<file path="config.mk">
export PLATFORM = sky130hd
export DESIGN_NAME = tcp_top
export DESIGN_NICKNAME = d
export VERILOG_FILES = /design/src/tcp_pkg.sv /design/src/tcp_cnt_if.sv /design/src/tcp_capture.sv /design/src/tcp_pwm_chan.sv /design/src/tcp_top.sv
export VERILOG_INCLUDE_DIRS = /design/src
export SDC_FILE = /design/constraint.sdc
export NUM_CORES = 1
export LEC_CHECK = 0
export ABC_CLOCK_PERIOD_IN_PS = 8060
export BUFFER_PORTS_ARGS = -buffer_cell sky130_fd_sc_hd__buf_2
export CORE_ASPECT_RATIO = 1.4
export CORE_MARGIN = 1.5
export CORE_UTILIZATION = 60
export DETAILED_ROUTE_END_ITERATION = 12
export GPL_ROUTABILITY_DRIVEN = 0
export GPL_TIMING_DRIVEN = 0
export PLACE_DENSITY = 0.83
export REMOVE_ABC_BUFFERS = 1
export SLEW_MARGIN = 15
export SYNTH_ARGS = -nofsm -noshare
export SYNTH_HDL_FRONTEND = slang
export SYNTH_SLANG_ARGS = --single-unit
</file>
<file path="constraint.sdc">
create_clock -name clk -period 8.06 [get_ports clk]
set_input_delay 0.806 -clock clk [delete_from_list [all_inputs] [get_ports clk]]
set_output_delay 0.806 -clock clk [all_outputs]
set_load 0.005 [all_outputs]
</file>
<file path="src/tcp_regs.svh">
// Purpose: register offsets, field positions, reset values and counts of the timer capture/pwm
// Assumes: byte-wide register port, 8-bit addresses
// Notes: definitions only
`ifndef TCP_REGS_SVH
`define TCP_REGS_SVH
`define TCP_OFF_CAP_LO 8'h26
`define TCP_OFF_CAP_HI 8'h27
`define TCP_OFF_CMPB_LO 8'h28
`define TCP_OFF_CMPB_HI 8'h29
`define TCP_OFF_CMPA_LO 8'h2A
`define TCP_OFF_CMPA_HI 8'h2B
`define TCP_OFF_CNT_LO 8'h2C
`define TCP_OFF_CNT_HI 8'h2D
`define TCP_OFF_CTL_B 8'h2E
`define TCP_OFF_CTL_A 8'h2F
`define TCP_OFF_FLAGS 8'h38
`define TCP_OFF_IEN 8'h39
`define TCP_CTLA_MODE_A 7
`define TCP_CTLA_MODE_B 5
`define TCP_CTLA_PWM_SEL 1
`define TCP_CTLB_NOISE 7
`define TCP_CTLB_EDGE 6
`define TCP_CTLB_CTC 3
`define TCP_CTLB_MASK 8'hC8
`define TCP_FLG_OVF 0
`define TCP_FLG_CMPA 1
`define TCP_FLG_CMPB 2
`define TCP_FLG_CAP 3
`define TCP_RST_BYTE 8'h00
`define TCP_RST_WORD 16'h0000
`define TCP_RST_FLAGS 4'h0
`define TCP_TOP_8 16'h00FF
`define TCP_TOP_9 16'h01FF
`define TCP_TOP_10 16'h03FF
`define TCP_TOP_FULL 16'hFFFF
`define TCP_FILT_LEN 4
`endif

</file>
<file path="src/tcp_pkg.sv">
// Purpose: types shared by the timer capture/pwm modules
// Assumes: nothing beyond the register header
// Notes: every module state is one packed struct
package tcp_pkg;
   typedef enum logic [1:0] {TCP_MODE_NORMAL, TCP_MODE_PHASE, TCP_MODE_WRAP} tcp_mode_e;

   typedef struct packed {
      logic lvl;
   } tcp_chan_s;

   typedef struct packed {
      logic [3:0] smp;
      logic lvl;
   } tcp_cap_s;

   typedef struct packed {
      logic [15:0] cnt;
      logic up;
      logic blk;
      logic [7:0] ctl_a;
      logic [7:0] ctl_b;
      logic [7:0] tmp;
      logic [15:0] buf_a;
      logic [15:0] act_a;
      logic [15:0] buf_b;
      logic [15:0] act_b;
      logic [15:0] cap;
      logic [3:0] flags;
      logic [3:0] ien;
      logic [7:0] rdata;
   } tcp_top_s;
endpackage

</file>
<file path="src/tcp_cnt_if.sv">
// Purpose: counter view shared from the timer core to its two channel units
// Assumes: single clock domain
// Notes: no clocking block
`timescale 1ns/100ps
`default_nettype none
interface tcp_cnt_if;
   logic [15:0] cnt;
   logic pwm_on;
   logic ctc;
   logic going_up;
   logic wrap;
   modport src (output cnt, output pwm_on, output ctc, output going_up, output wrap);
   modport dst (input cnt, input pwm_on, input ctc, input going_up, input wrap);
endinterface // tcp_cnt_if
`default_nettype wire

</file>
<file path="src/tcp_capture.sv">
// Purpose: capture pin edge detection with optional four-sample filter
// Assumes: pin synchronous to clk; ce is the timer tick
// Notes: evt is a one-tick pulse, combinational
`timescale 1ns/100ps
`default_nettype none
module tcp_capture (
   input wire logic clk,
   input wire logic resetn,
   input wire logic ce,
   input wire logic pin,
   input wire logic edge_sel,
   input wire logic filt_en,
   output logic evt
);
   import tcp_pkg::*;
   tcp_cap_s q, d;
   logic all_hi, all_lo;

   always_comb begin
      d = q;
      all_hi = &q.smp;
      all_lo = ~|q.smp;
      evt = 1'b0;
      if (ce) begin
         d.smp = {q.smp[2:0], pin};
         if (!filt_en)
            d.lvl = pin;
         else if (all_hi)
            d.lvl = 1'b1;
         else if (all_lo)
            d.lvl = 1'b0;
         evt = (d.lvl == edge_sel) && (q.lvl != edge_sel);
      end
   end

   always_ff @(posedge clk or negedge resetn) begin
      if (!resetn) begin
         q <= '0;
      end else begin
         q <= d;
      end
   end
endmodule // tcp_capture
`default_nettype wire

</file>
<file path="src/tcp_pwm_chan.sv">
// Purpose: one compare channel: match detect and pwm pin level
// Assumes: cmp already masked to the resolution
// Notes: overflow beats match in wrap mode so a value of top holds the pin steady
`timescale 1ns/100ps
`default_nettype none
module tcp_pwm_chan (
   input wire logic clk,
   input wire logic resetn,
   input wire logic ce,
   tcp_cnt_if.dst cif,
   input wire logic [1:0] mode,
   input wire logic [15:0] cmp,
   output logic hit,
   output logic pin_out,
   output logic pin_oe
);
   import tcp_pkg::*;
   tcp_chan_s q, d;

   always_comb begin
      d = q;
      hit = ce && (cif.cnt == cmp);
      if (ce && cif.pwm_on && mode[1]) begin
         if (cif.ctc) begin
            if (cif.wrap)
               d.lvl = ~mode[0];
            else if (hit)
               d.lvl = mode[0];
         end else if (hit) begin
            d.lvl = cif.going_up ? mode[0] : ~mode[0];
         end
      end
   end

   assign pin_out = q.lvl;
   assign pin_oe = cif.pwm_on && mode[1];

   always_ff @(posedge clk or negedge resetn) begin
      if (!resetn) begin
         q <= '0;
      end else begin
         q <= d;
      end
   end
endmodule // tcp_pwm_chan
`default_nettype wire

</file>
<file path="src/tcp_top.sv">
// Purpose: 16-bit timer core with input capture and dual pwm, byte register port
// Assumes: ce is the prescaled timer tick and freezes everything, register port included
// Notes: read data stands the cycle after the read strobe
// How it works
// - on the chosen capture edge the counter is copied and capture flag set together
// - capture value is 16 bits, read only, zero after reset
// - capture low read returns low byte and parks high byte in shared temp
// - phase-correct mode counts zero up to top and back down, forever
// - resolution selects top 255, 511 or 1023
// - clear-on-match select in pwm wraps top to zero, period top plus one
// - match when counter equals masked compare value; pin follows its mode field
// - phase-correct modes: 00 off, 01 reserved, 10 clear up set down, 11 reverse
// - wrap modes: 00 off, 01 reserved, 10 clear match set overflow, 11 reverse
// - in pwm, counter and compare bits above resolution are forced to zero
// - in pwm, compare writes go to a buffer loaded into use at top
// - compare reads return the buffered, last written value
// - phase-correct compare of zero or top gives a steady level per mode
// - wrap mode holds a steady level only for compare equal to top
// - overflow flag: leaving zero in phase-correct, wrap like normal counting
// - each request is its flag and its enable and the global enable
// - edge select zero picks falling, one picks rising capture edge
// - noise filter needs four equal samples of the selected level
// - pwm select 00 off, 01 8-bit, 10 9-bit, 11 10-bit
//
// Added by the designer: strobed register access.
`timescale 1ns/100ps
`default_nettype none
`include "tcp_regs.svh"
module tcp_top (
   input wire logic clk,
   input wire logic resetn,
   input wire logic ce,
   input wire logic [7:0] addr,
   input wire logic [7:0] wdata,
   input wire logic wr,
   input wire logic rd,
   output logic [7:0] rdata,
   input wire logic capture_input_pin,
   input wire logic global_int_en,
   input wire logic [3:0] irq_ack,
   output logic [3:0] irq,
   output logic pwm_out_a,
   output logic pwm_out_a_oe,
   output logic pwm_out_b,
   output logic pwm_out_b_oe,
   output tcp_pkg::tcp_mode_e timer_mode
);
   import tcp_pkg::*;

   tcp_top_s q, d;
   tcp_cnt_if cif ();
   logic [1:0] pwm_sel;
   logic [1:0] out_mode_a, out_mode_b;
   logic clear_on_match_sel;
   logic [15:0] top, cmp_a, cmp_b, wr16;
   logic hit_a, hit_b, cap_evt, ovf_evt, at_top;
   tcp_mode_e mode;

   // resolution mask, also the top value
   function automatic logic [15:0] res_mask(input logic [1:0] sel);
      case (sel)
         2'h1: res_mask = `TCP_TOP_8;
         2'h2: res_mask = `TCP_TOP_9;
         2'h3: res_mask = `TCP_TOP_10;
         default: res_mask = `TCP_TOP_FULL;
      endcase
   endfunction

   assign pwm_sel = q.ctl_a[`TCP_CTLA_PWM_SEL -: 2];
   assign out_mode_a = q.ctl_a[`TCP_CTLA_MODE_A -: 2];
   assign out_mode_b = q.ctl_a[`TCP_CTLA_MODE_B -: 2];
   assign clear_on_match_sel = q.ctl_b[`TCP_CTLB_CTC];
   assign top = res_mask(pwm_sel);
   assign at_top = (q.cnt == top);

   always_comb begin
      if (pwm_sel == 2'h0)
         mode = TCP_MODE_NORMAL;
      else if (clear_on_match_sel)
         mode = TCP_MODE_WRAP;
      else
         mode = TCP_MODE_PHASE;
   end

   assign timer_mode = mode;
   assign cmp_a = q.act_a & top;
   assign cmp_b = q.act_b & top;

   assign cif.cnt = q.cnt;
   assign cif.pwm_on = (mode != TCP_MODE_NORMAL);
   assign cif.ctc = clear_on_match_sel;
   // turning points count as the direction the counter leaves in
   assign cif.going_up = (q.cnt == 16'h0000) ? 1'b1 : (at_top ? 1'b0 : q.up);
   assign cif.wrap = (mode == TCP_MODE_WRAP) && at_top;

   tcp_pwm_chan u_chan_a (
      .clk(clk),
      .resetn(resetn),
      .ce(ce),
      .cif(cif),
      .mode(out_mode_a),
      .cmp(cmp_a),
      .hit(hit_a),
      .pin_out(pwm_out_a),
      .pin_oe(pwm_out_a_oe)
   );

   tcp_pwm_chan u_chan_b (
      .clk(clk),
      .resetn(resetn),
      .ce(ce),
      .cif(cif),
      .mode(out_mode_b),
      .cmp(cmp_b),
      .hit(hit_b),
      .pin_out(pwm_out_b),
      .pin_oe(pwm_out_b_oe)
   );

   tcp_capture u_capture (
      .clk(clk),
      .resetn(resetn),
      .ce(ce),
      .pin(capture_input_pin),
      .edge_sel(q.ctl_b[`TCP_CTLB_EDGE]),
      .filt_en(q.ctl_b[`TCP_CTLB_NOISE]),
      .evt(cap_evt)
   );

   always_comb begin
      case (mode)
         TCP_MODE_PHASE: ovf_evt = ce && (q.cnt == 16'h0000);
         TCP_MODE_WRAP: ovf_evt = ce && at_top;
         default: ovf_evt = ce && (q.cnt == `TCP_TOP_FULL);
      endcase
   end

   assign wr16 = {q.tmp, wdata} & top;

   always_comb begin
      d = q;
      if (ce) begin
         d.blk = 1'b0;
         // counter stepping
         case (mode)
            TCP_MODE_PHASE: begin
               if (q.up) begin
                  if (q.cnt >= top) begin
                     d.up = 1'b0;
                     d.cnt = q.cnt - 16'h0001;
                  end else begin
                     d.cnt = q.cnt + 16'h0001;
                  end
               end else begin
                  if (q.cnt == 16'h0000) begin
                     d.up = 1'b1;
                     d.cnt = 16'h0001;
                  end else begin
                     d.cnt = q.cnt - 16'h0001;
                  end
               end
            end
            TCP_MODE_WRAP: begin
               d.up = 1'b1;
               d.cnt = (q.cnt >= top) ? 16'h0000 : q.cnt + 16'h0001;
            end
            default: begin
               d.up = 1'b1;
               if (clear_on_match_sel && (q.cnt == q.act_a))
                  d.cnt = 16'h0000;
               else
                  d.cnt = q.cnt + 16'h0001;
            end
         endcase
         // double-buffered compare load at top
         if (cif.pwm_on && at_top) begin
            d.act_a = q.buf_a & top;
            d.act_b = q.buf_b & top;
         end
         // capture snapshot and its flag in the same edge
         if (cap_evt)
            d.cap = q.cnt;
         // flag clear first so a same-cycle event wins
         if (wr && addr == `TCP_OFF_FLAGS)
            d.flags = q.flags & ~wdata[3:0];
         d.flags = d.flags & ~irq_ack;
         if (ovf_evt)
            d.flags[`TCP_FLG_OVF] = 1'b1;
         if (hit_a && !q.blk)
            d.flags[`TCP_FLG_CMPA] = 1'b1;
         if (hit_b && !q.blk)
            d.flags[`TCP_FLG_CMPB] = 1'b1;
         if (cap_evt)
            d.flags[`TCP_FLG_CAP] = 1'b1;
         // register writes
         if (wr) begin
            case (addr)
               `TCP_OFF_CTL_A: d.ctl_a = wdata;
               `TCP_OFF_CTL_B: d.ctl_b = wdata & `TCP_CTLB_MASK;
               `TCP_OFF_IEN: d.ien = wdata[3:0];
               `TCP_OFF_CNT_HI, `TCP_OFF_CMPA_HI, `TCP_OFF_CMPB_HI: d.tmp = wdata;
               `TCP_OFF_CNT_LO: begin
                  d.cnt = wr16;
                  d.blk = 1'b1;
               end
               `TCP_OFF_CMPA_LO: begin
                  d.buf_a = wr16;
                  if (!cif.pwm_on)
                     d.act_a = wr16;
               end
               `TCP_OFF_CMPB_LO: begin
                  d.buf_b = wr16;
                  if (!cif.pwm_on)
                     d.act_b = wr16;
               end
               default: d.tmp = q.tmp;
            endcase
         end
         // in pwm the unused upper bits never show
         if (res_mask(d.ctl_a[`TCP_CTLA_PWM_SEL -: 2]) != `TCP_TOP_FULL) begin
            d.cnt = d.cnt & res_mask(d.ctl_a[`TCP_CTLA_PWM_SEL -: 2]);
            d.buf_a = d.buf_a & res_mask(d.ctl_a[`TCP_CTLA_PWM_SEL -: 2]);
            d.buf_b = d.buf_b & res_mask(d.ctl_a[`TCP_CTLA_PWM_SEL -: 2]);
         end
         // register reads, answered next cycle
         if (rd) begin
            case (addr)
               `TCP_OFF_CAP_LO: begin
                  d.rdata = q.cap[7:0];
                  d.tmp = q.cap[15:8];
               end
               `TCP_OFF_CAP_HI: d.rdata = q.tmp;
               `TCP_OFF_CNT_LO: begin
                  d.rdata = q.cnt[7:0];
                  d.tmp = q.cnt[15:8];
               end
               `TCP_OFF_CNT_HI: d.rdata = q.tmp;
               `TCP_OFF_CMPA_LO: d.rdata = q.buf_a[7:0];
               `TCP_OFF_CMPA_HI: d.rdata = q.buf_a[15:8];
               `TCP_OFF_CMPB_LO: d.rdata = q.buf_b[7:0];
               `TCP_OFF_CMPB_HI: d.rdata = q.buf_b[15:8];
               `TCP_OFF_CTL_A: d.rdata = q.ctl_a;
               `TCP_OFF_CTL_B: d.rdata = q.ctl_b;
               `TCP_OFF_FLAGS: d.rdata = {4'h0, q.flags};
               `TCP_OFF_IEN: d.rdata = {4'h0, q.ien};
               default: d.rdata = `TCP_RST_BYTE;
            endcase
         end
      end
   end

   assign rdata = q.rdata;
   // the temp byte carries no arbitration; software keeps it safe
   assign irq = q.flags & q.ien & {4{global_int_en}};

   always_ff @(posedge clk or negedge resetn) begin
      if (!resetn) begin
         q.cnt <= `TCP_RST_WORD;
         q.up <= 1'b1;
         q.blk <= 1'b0;
         q.ctl_a <= `TCP_RST_BYTE;
         q.ctl_b <= `TCP_RST_BYTE;
         q.tmp <= `TCP_RST_BYTE;
         q.buf_a <= `TCP_RST_WORD;
         q.act_a <= `TCP_RST_WORD;
         q.buf_b <= `TCP_RST_WORD;
         q.act_b <= `TCP_RST_WORD;
         q.cap <= `TCP_RST_WORD;
         q.flags <= `TCP_RST_FLAGS;
         q.ien <= `TCP_RST_FLAGS;
         q.rdata <= `TCP_RST_BYTE;
      end else begin
         q <= d;
      end
   end
endmodule // tcp_top
`default_nettype wire

</file>
# Word level (Yosys, flattened, before mapping)
# Index checks and enable logic that the tools add are counted.
# Widths: inputs -> output; s select.
dict set report classes {
  n_bitwise 16
  eq_ne 31
  n_addsub 2
  magnitude_cmp 1
  n_reduce_logical 36
  n_mux 60
}
# op count
set op_table {}
lappend op_table {{$mux 16} 17}
lappend op_table {{$mux 89} 2}
lappend op_table {{$and 16x16->16} 8}
lappend op_table {{$eq 8x6->1 const B} 12}
lappend op_table {{$pmux 16 s3} 2}
lappend op_table {{$pmux 8 s11} 1}
lappend op_table {{$eq 16x16->1} 4}
lappend op_table {{$mux 32} 2}
lappend op_table {{$pmux 17 s2} 1}
lappend op_table {{$mux 8} 4}
lappend op_table {{$mux 1} 24}
lappend op_table {{$logic_and 1x1->1} 17}
lappend op_table {{$mux 17} 1}
lappend op_table {{$add 16x1->16 const B} 1}
lappend op_table {{$and 4x4->4} 4}
lappend op_table {{$eq 16x16->1 const B} 1}
lappend op_table {{$ge 16x16->1} 1}
lappend op_table {{$logic_not 16->1} 1}
lappend op_table {{$ne 16x16->1 const B} 1}
lappend op_table {{$pmux 8 s2} 1}
lappend op_table {{$sub 16x1->16 const B} 1}
lappend op_table {{$reduce_and 3->1} 5}
lappend op_table {{$eq 2x2->1 const B} 5}
lappend op_table {{$reduce_bool 2->1} 5}
lappend op_table {{other kinds (16)} 25}
dict set report totals {
  word_cells 165
  regBits 145
}

# Depth between registers and ports, before layout
dict set report logic_depth {
  ltp_word 17
  mapped_depth 14
}

# Modules after synthesis
# From an unflattened synthesis, not the netlist that was laid out.
dict set report unflattened {
  cells_unflattened 955
  area_unflattened_um2 8725.9
}
# module n_inst cells_each area_per_inst_um2 seq_area_each_um2
set modules_own_cells {}
lappend modules_own_cells {tcp_top 1 850 7793.7 3329.4}
lappend modules_own_cells {tcp_pwm_chan 2 43 336.6 25.0}
lappend modules_own_cells {tcp_capture 1 19 259.0 125.1}

# Least setup slack after synthesis
# Ideal clock, no wire load.
dict set report synth_timing {
  path_type {register -> register}
  start {reg q (netlist bit pwm_sel[0])}
  end {reg cif.cnt[5] (netlist name)}
  path_slack_ps 4643
  n_path_buf 3
  path_stages_with_launch 15
  period_less_slack_ps 3417
  setup_ps 131
  arrival_ps 3286
  path_cell_list {dfrtp_1 inv_1 ha_1 clkbuf_1 inv_1 clkbuf_1 ha_1 nand4_1 or4_4 o211ai_2 o2bb2ai_1 or3_1 buf_2 a211oi_1 or3_1}
}
dict set report synth_via {
  elab_chain_cells 11
  word_cells_on_any_way 27
  cone_classes {order compare (1); eq/ne (9); mux (15); bitwise (1); reduce/logical (1)}
}
# element line_no
set synth_rtl {}
lappend synth_rtl {{start, declared} tcp_top.sv:50} ;# tcp_top_s q, d;
lappend synth_rtl {{$eq 2x2->1 / $eq 2x1->1 (equally long branches)} tcp_top.sv:61} ;# case (sel)
lappend synth_rtl {{$pmux 16 s3} tcp_top.sv:61}
lappend synth_rtl {{$ge 16x16->1} {tcp_top.sv:148, tcp_top.sv:165}}
lappend synth_rtl {{$mux 16} tcp_top.sv:148} ;# if (q.cnt >= top) begin
lappend synth_rtl {{$mux 17} tcp_top.sv:147} ;# if (q.up) begin
lappend synth_rtl {{$pmux 17 s2} tcp_top.sv:145} ;# case (mode)
lappend synth_rtl {{$mux 16} tcp_top.sv:197} ;# case (addr)
lappend synth_rtl {{$mux 16} tcp_top.sv:196} ;# if (wr) begin
lappend synth_rtl {{$mux 16} tcp_top.sv:142} ;# if (ce) begin
lappend synth_rtl {{$and 16x16->16} tcp_top.sv:221} ;# d.cnt = d.cnt & res_mask(d.ctl_a[`TCP_CTLA_PWM_SEL -: 2]);
lappend synth_rtl {{$mux 16 (*)} tcp_top.sv:220} ;# if (res_mask(d.ctl_a[`TCP_CTLA_PWM_SEL -: 2]) != `TCP_TOP_FULL) begin
# Every way passes the cells marked *; elsewhere a longest branch is shown, timed or not. The select of a mux whose other input is x is not followed.
# A chain may end at the register's enable or synchronous reset.

# Final worst setup path
dict set report layout_timing {
  start {reg q (netlist bit pwm_sel[0])}
  end {reg q[69] in the netlist's numbering}
}
dict set report layout_via {
  elab_chain_cells 9
  word_cells_on_any_way 14
  cone_classes {eq/ne (4); mux (7); reduce/logical (3)}
}
# element line_no
set layout_rtl {}
lappend layout_rtl {{$eq 2x2->1, or another cell as far along} tcp_top.sv:61}
lappend layout_rtl {{$pmux 16 s3 / $mux 2 (equally long branches)} {tcp_top.sv:61, tcp_top.sv:77}}
lappend layout_rtl {{$eq 16x16->1 / $reduce_bool 2->1 (equally long branches)} {tcp_top.sv:74, tcp_top.sv:90}}
lappend layout_rtl {{$logic_and 1x1->1} tcp_top.sv:176} ;# if (cif.pwm_on && at_top) begin
lappend layout_rtl {{$mux 16} tcp_top.sv:176}
lappend layout_rtl {{$mux 16} tcp_top.sv:208} ;# if (!cif.pwm_on)
lappend layout_rtl {{$mux 32} tcp_top.sv:197}
lappend layout_rtl {{$mux 89 (*)} tcp_top.sv:196}
lappend layout_rtl {{$mux 89 (*)} tcp_top.sv:142}
# Marks and branches as above.

==> results.py <==
metrics = {
    "power_and_ir_drop": {
        "clkPwrFrac": 0.372,
        "switching_share": 0.338,
        "pwr_density_cell_mw_per_mm2": 220,
        "power.internal_mw": 1.39,
        "p_comb_frac": 0.192,
        "p_leak_nw": 4.30,
        "power.switching_mw": 0.713,
        "pwr-share-seq": 0.436,
        "ir_worst_vdd_v": 0.000174,
    },
    "global_routing": {
        "grt_max_degree": 83,
        "overflow": 0,
        "antenna_found_initial": 0,
        "grt_pass1_vias": 7969,
        "grt_pass1_wl_mm": 43.8,
        "grt_usage": 0.371,
    },
    "sta": {
        "fin_hold_ws_ps": 301,
        "max_freq_mhz": 172,
        "setup_viol": 0,
        "maxSlewViolCount": 0,
        "clock_skew_ps": 7.27,
        "tightest_slew_ps": 1150,
        "slew_headroom": 0.234,
        "finalHoldViolCount": 0,
        "min_period_over_period": 0.721,
        "fin_crit_ps": 5810,
        "fin_setup_tns_ps": 0,
        "rsz0062_at_grt": "no",
    },
    "floorplan": {
        "die_height_microns": 146,
        "io_pins": 45,
        "die_w_microns": 105,
        "row_count": 52,
        "die-area_sq_mm": 0.0153,
        "coreArea_sq_mm": 0.0144,
        "initial_core_util": 0.609,
    },
    "cells_and_area": {
        "finalNonFillerCells": 1150,
        "drive_gt1_frac": 0.179,
        "layout_common_cells": "dfrtp_1, nand2_1, nor2_1",
        "area_growth_pct": 9.12,
        "fin_nets": 989,
        "final_common_cell": "dfrtp_1",
        "final_util": 0.665,
        "n_antenna_cell": 0,
    },
    "drt": {
        "antenna_left": 0,
        "wl_per_cell_microns": 24.1,
        "drt_wl_total_mm": 27.7,
        "vias": 8211,
        "dr.first_iter.drc_count": 1074,
        "first_pass_iters": 5,
        "drc": 0,
        "viasPerCell": 7.14,
    },
    "worst_setup_path": {
        "reg2regPathDepth": 11,
        "cp_max_fo": 29,
        "regToRegEndpoint": "q[69]",
        "cp-start-kind": "register",
        "crit_end": "q[69]",
        "critPathKind": "register to register",
        "r2r_setup_slack_ps": 2250,
        "critPathSlowestCell": "nor4_1",
        "critical_path.top_delay_family": "simple AND/OR/NAND/NOR gates",
        "timing.critical_path.from": "pwm_sel[0]",
        "critical_path_required_ps": 8360,
        "timing.rr.start": "pwm_sel[0]",
        "slowest_delay_ps": 900,
        "cp-end-kind": "register",
        "worst-path-stages": 11,
        "path_cells": "inv_1, ha_2, inv_1, ha_1, nand4_1, nor4_1, nand2_1, nor2_2, nor2_1, a22oi_1, nand2_1",
        "cp.arrival_ps": 6110,
        "critPathBufInv": 2,
    },
    "yosys": {
        "yosysSeqAreaShare": 0.400,
        "synthMuxAreaShare": 0.0935,
        "yosysWarningCount": 0,
        "synth_top_family_by_area": "compound AO/OA/AOI/OAI gates",
        "synth_compound_area_frac": 0.209,
        "netlist_area_sq_mm": 0.00876,
        "syn_area_per_cell_sq_um": 9.14,
        "synthFlopType": "dfrtp_1",
        "synthAdderAreaFrac": 0.0200,
        "synthCells": 959,
        "synth-seq-cells": 140,
        "async_reset_ff_frac": 1.00,
        "synth.distinct_cells": 72,
        "synth-simple-area-share": 0.186,
        "synth_xor_area_frac": 0.0400,
        "synth_edf_count": 0,
    },
    "place": {
        "port_buffers": 44,
        "dp.cells": 1118,
        "dp_hpwl_mm": 18.4,
    },
    "clock_network": {
        "cts_tree": "built",
        "cts_inserted_buffers": 17,
        "clk_pin_slew_worst_paths_ps": 60,
        "cts_resized": 0,
        "clk_latency_ps": 420,
        "clockBufferDepth": 2,
        "hold_buffers": 0,
        "cts.sinks": 140,
        "ctsHtreeMaxLevel": 4,
        "cts_root_buffer": "clkbuf_16",
        "cts_setup_buffers": 0,
    },
    "outcome": {
        "status": "finished, final reports clean",
    },
    "min_path": {
        "hold_path_class": "primary input to async pin",
    },
    "flow_run": {
        "drv_cap": 0,
    },
}
## power by group through the flow
stage          Combinational (mW)  Clock (mW)  Sequential, mW
2_1_floorplan               0.278           0           0.871
3_3_place_gp                0.375           0           0.920
3_5_place_dp                0.389           0           0.923
4_1_cts                     0.393       0.779           0.911
5_1_grt                     0.439       0.812           0.927
6_report                    0.404       0.784           0.919
## stage by stage
stage	power (mW)	setup WS, ps	instance area (sq um)
global placement	1.30	1660	8860
finish	2.11	2250	9560
floorplan	1.15	3980	8400
CTS	2.08	2000	9550
detailed placement	1.31	2040	8970
global route	2.18	2100	9560
## cell usage after synthesis (all sizes together), types with 12 or more instances
| cell | n | area (sq um) |
|---|---|---|
| or3 | 12 | 80.1 |
| and3 | 17 | 106 |
| xor2 | 27 | 236 |
| dfrtp | 139 | 3480 |
| a22o | 23 | 201 |
| clkbuf | 45 | 169 |
| mux2 | 57 | 642 |
| ha | 14 | 175 |
| o21ai | 73 | 365 |
| nand3 | 29 | 155 |
| nand2 | 88 | 330 |
| inv | 23 | 86.3 |
| a21oi | 46 | 230 |
| buf | 33 | 190 |
| xnor2 | 13 | 114 |
| nor3 | 27 | 178 |
| a22oi | 41 | 308 |
| nor2 | 82 | 315 |
## worst min-delay path by stage
stage | startpoint | to | slack, ps | cells after the start
2_1_floorplan | q[120] | q[14] | 440 | 1
3_3_place_gp | q[120] | q[14] | 460 | 1
3_5_place_dp | q[120] | q[14] | 480 | 1
4_1_cts | resetn | cif.cnt[7] | 330 | 1
5_1_grt | resetn | cif.cnt[7] | 340 | 1
6_report | resetn | cif.cnt[7] | 300 | 1
## worst reg2reg max path, stage by stage, from the launching register on
cell and delay, ps:
dfrtp_1 410, inv_1 100, ha_2 650, inv_1 620, ha_1 500, nand4_1 240, nor4_1 900, nand2_1 670
nor2_2 860, nor2_1 400, a22oi_1 260, nand2_1 80
## per-layer routing
metal,routed length [microns],up-vias,part of all wire,GRT usage
li1,-,3513,-,-
met1,9730,3905,0.35,0.449
met2,13400,643,0.48,0.596
met3,2760,150,0.10,0.0757
met4,1820,0,0.066,0.248
met5,0,-,0,0
## cell families after synthesis
logic type               count (synthesis)
AND/OR/NAND/NOR                        321
AO/OA/AOI/OAI                          271
flip-flops                             140
buffers and inverters                  102
multiplexers                            71
XOR/XNOR                                40
adder cells (fa/ha/maj)                 14
## cell type report
class                           instances  area, sq um
Multi-Input combinational cell        717         4850
Fill cell                            1041         4820
Sequential cell                       140         3500
Clock buffer                           20          457
Timing Repair Buffer                   48          299
Tap cell                              189          236
Clock inverter                         12          126
Inverter                               24         90.1
## registers in the layout, summed over array words and instances, names as in the netlist
signal / flops
pwm_sel: 2
u_capture.q: 5
rdata: 8
out_mode_b: 2
q: 102
out_mode_a: 2
u_chan_b.pin_out: 1
cif.ctc: 1
cif.cnt: 16
u_chan_a.pin_out: 1
(Power assumes the default switching activity.)
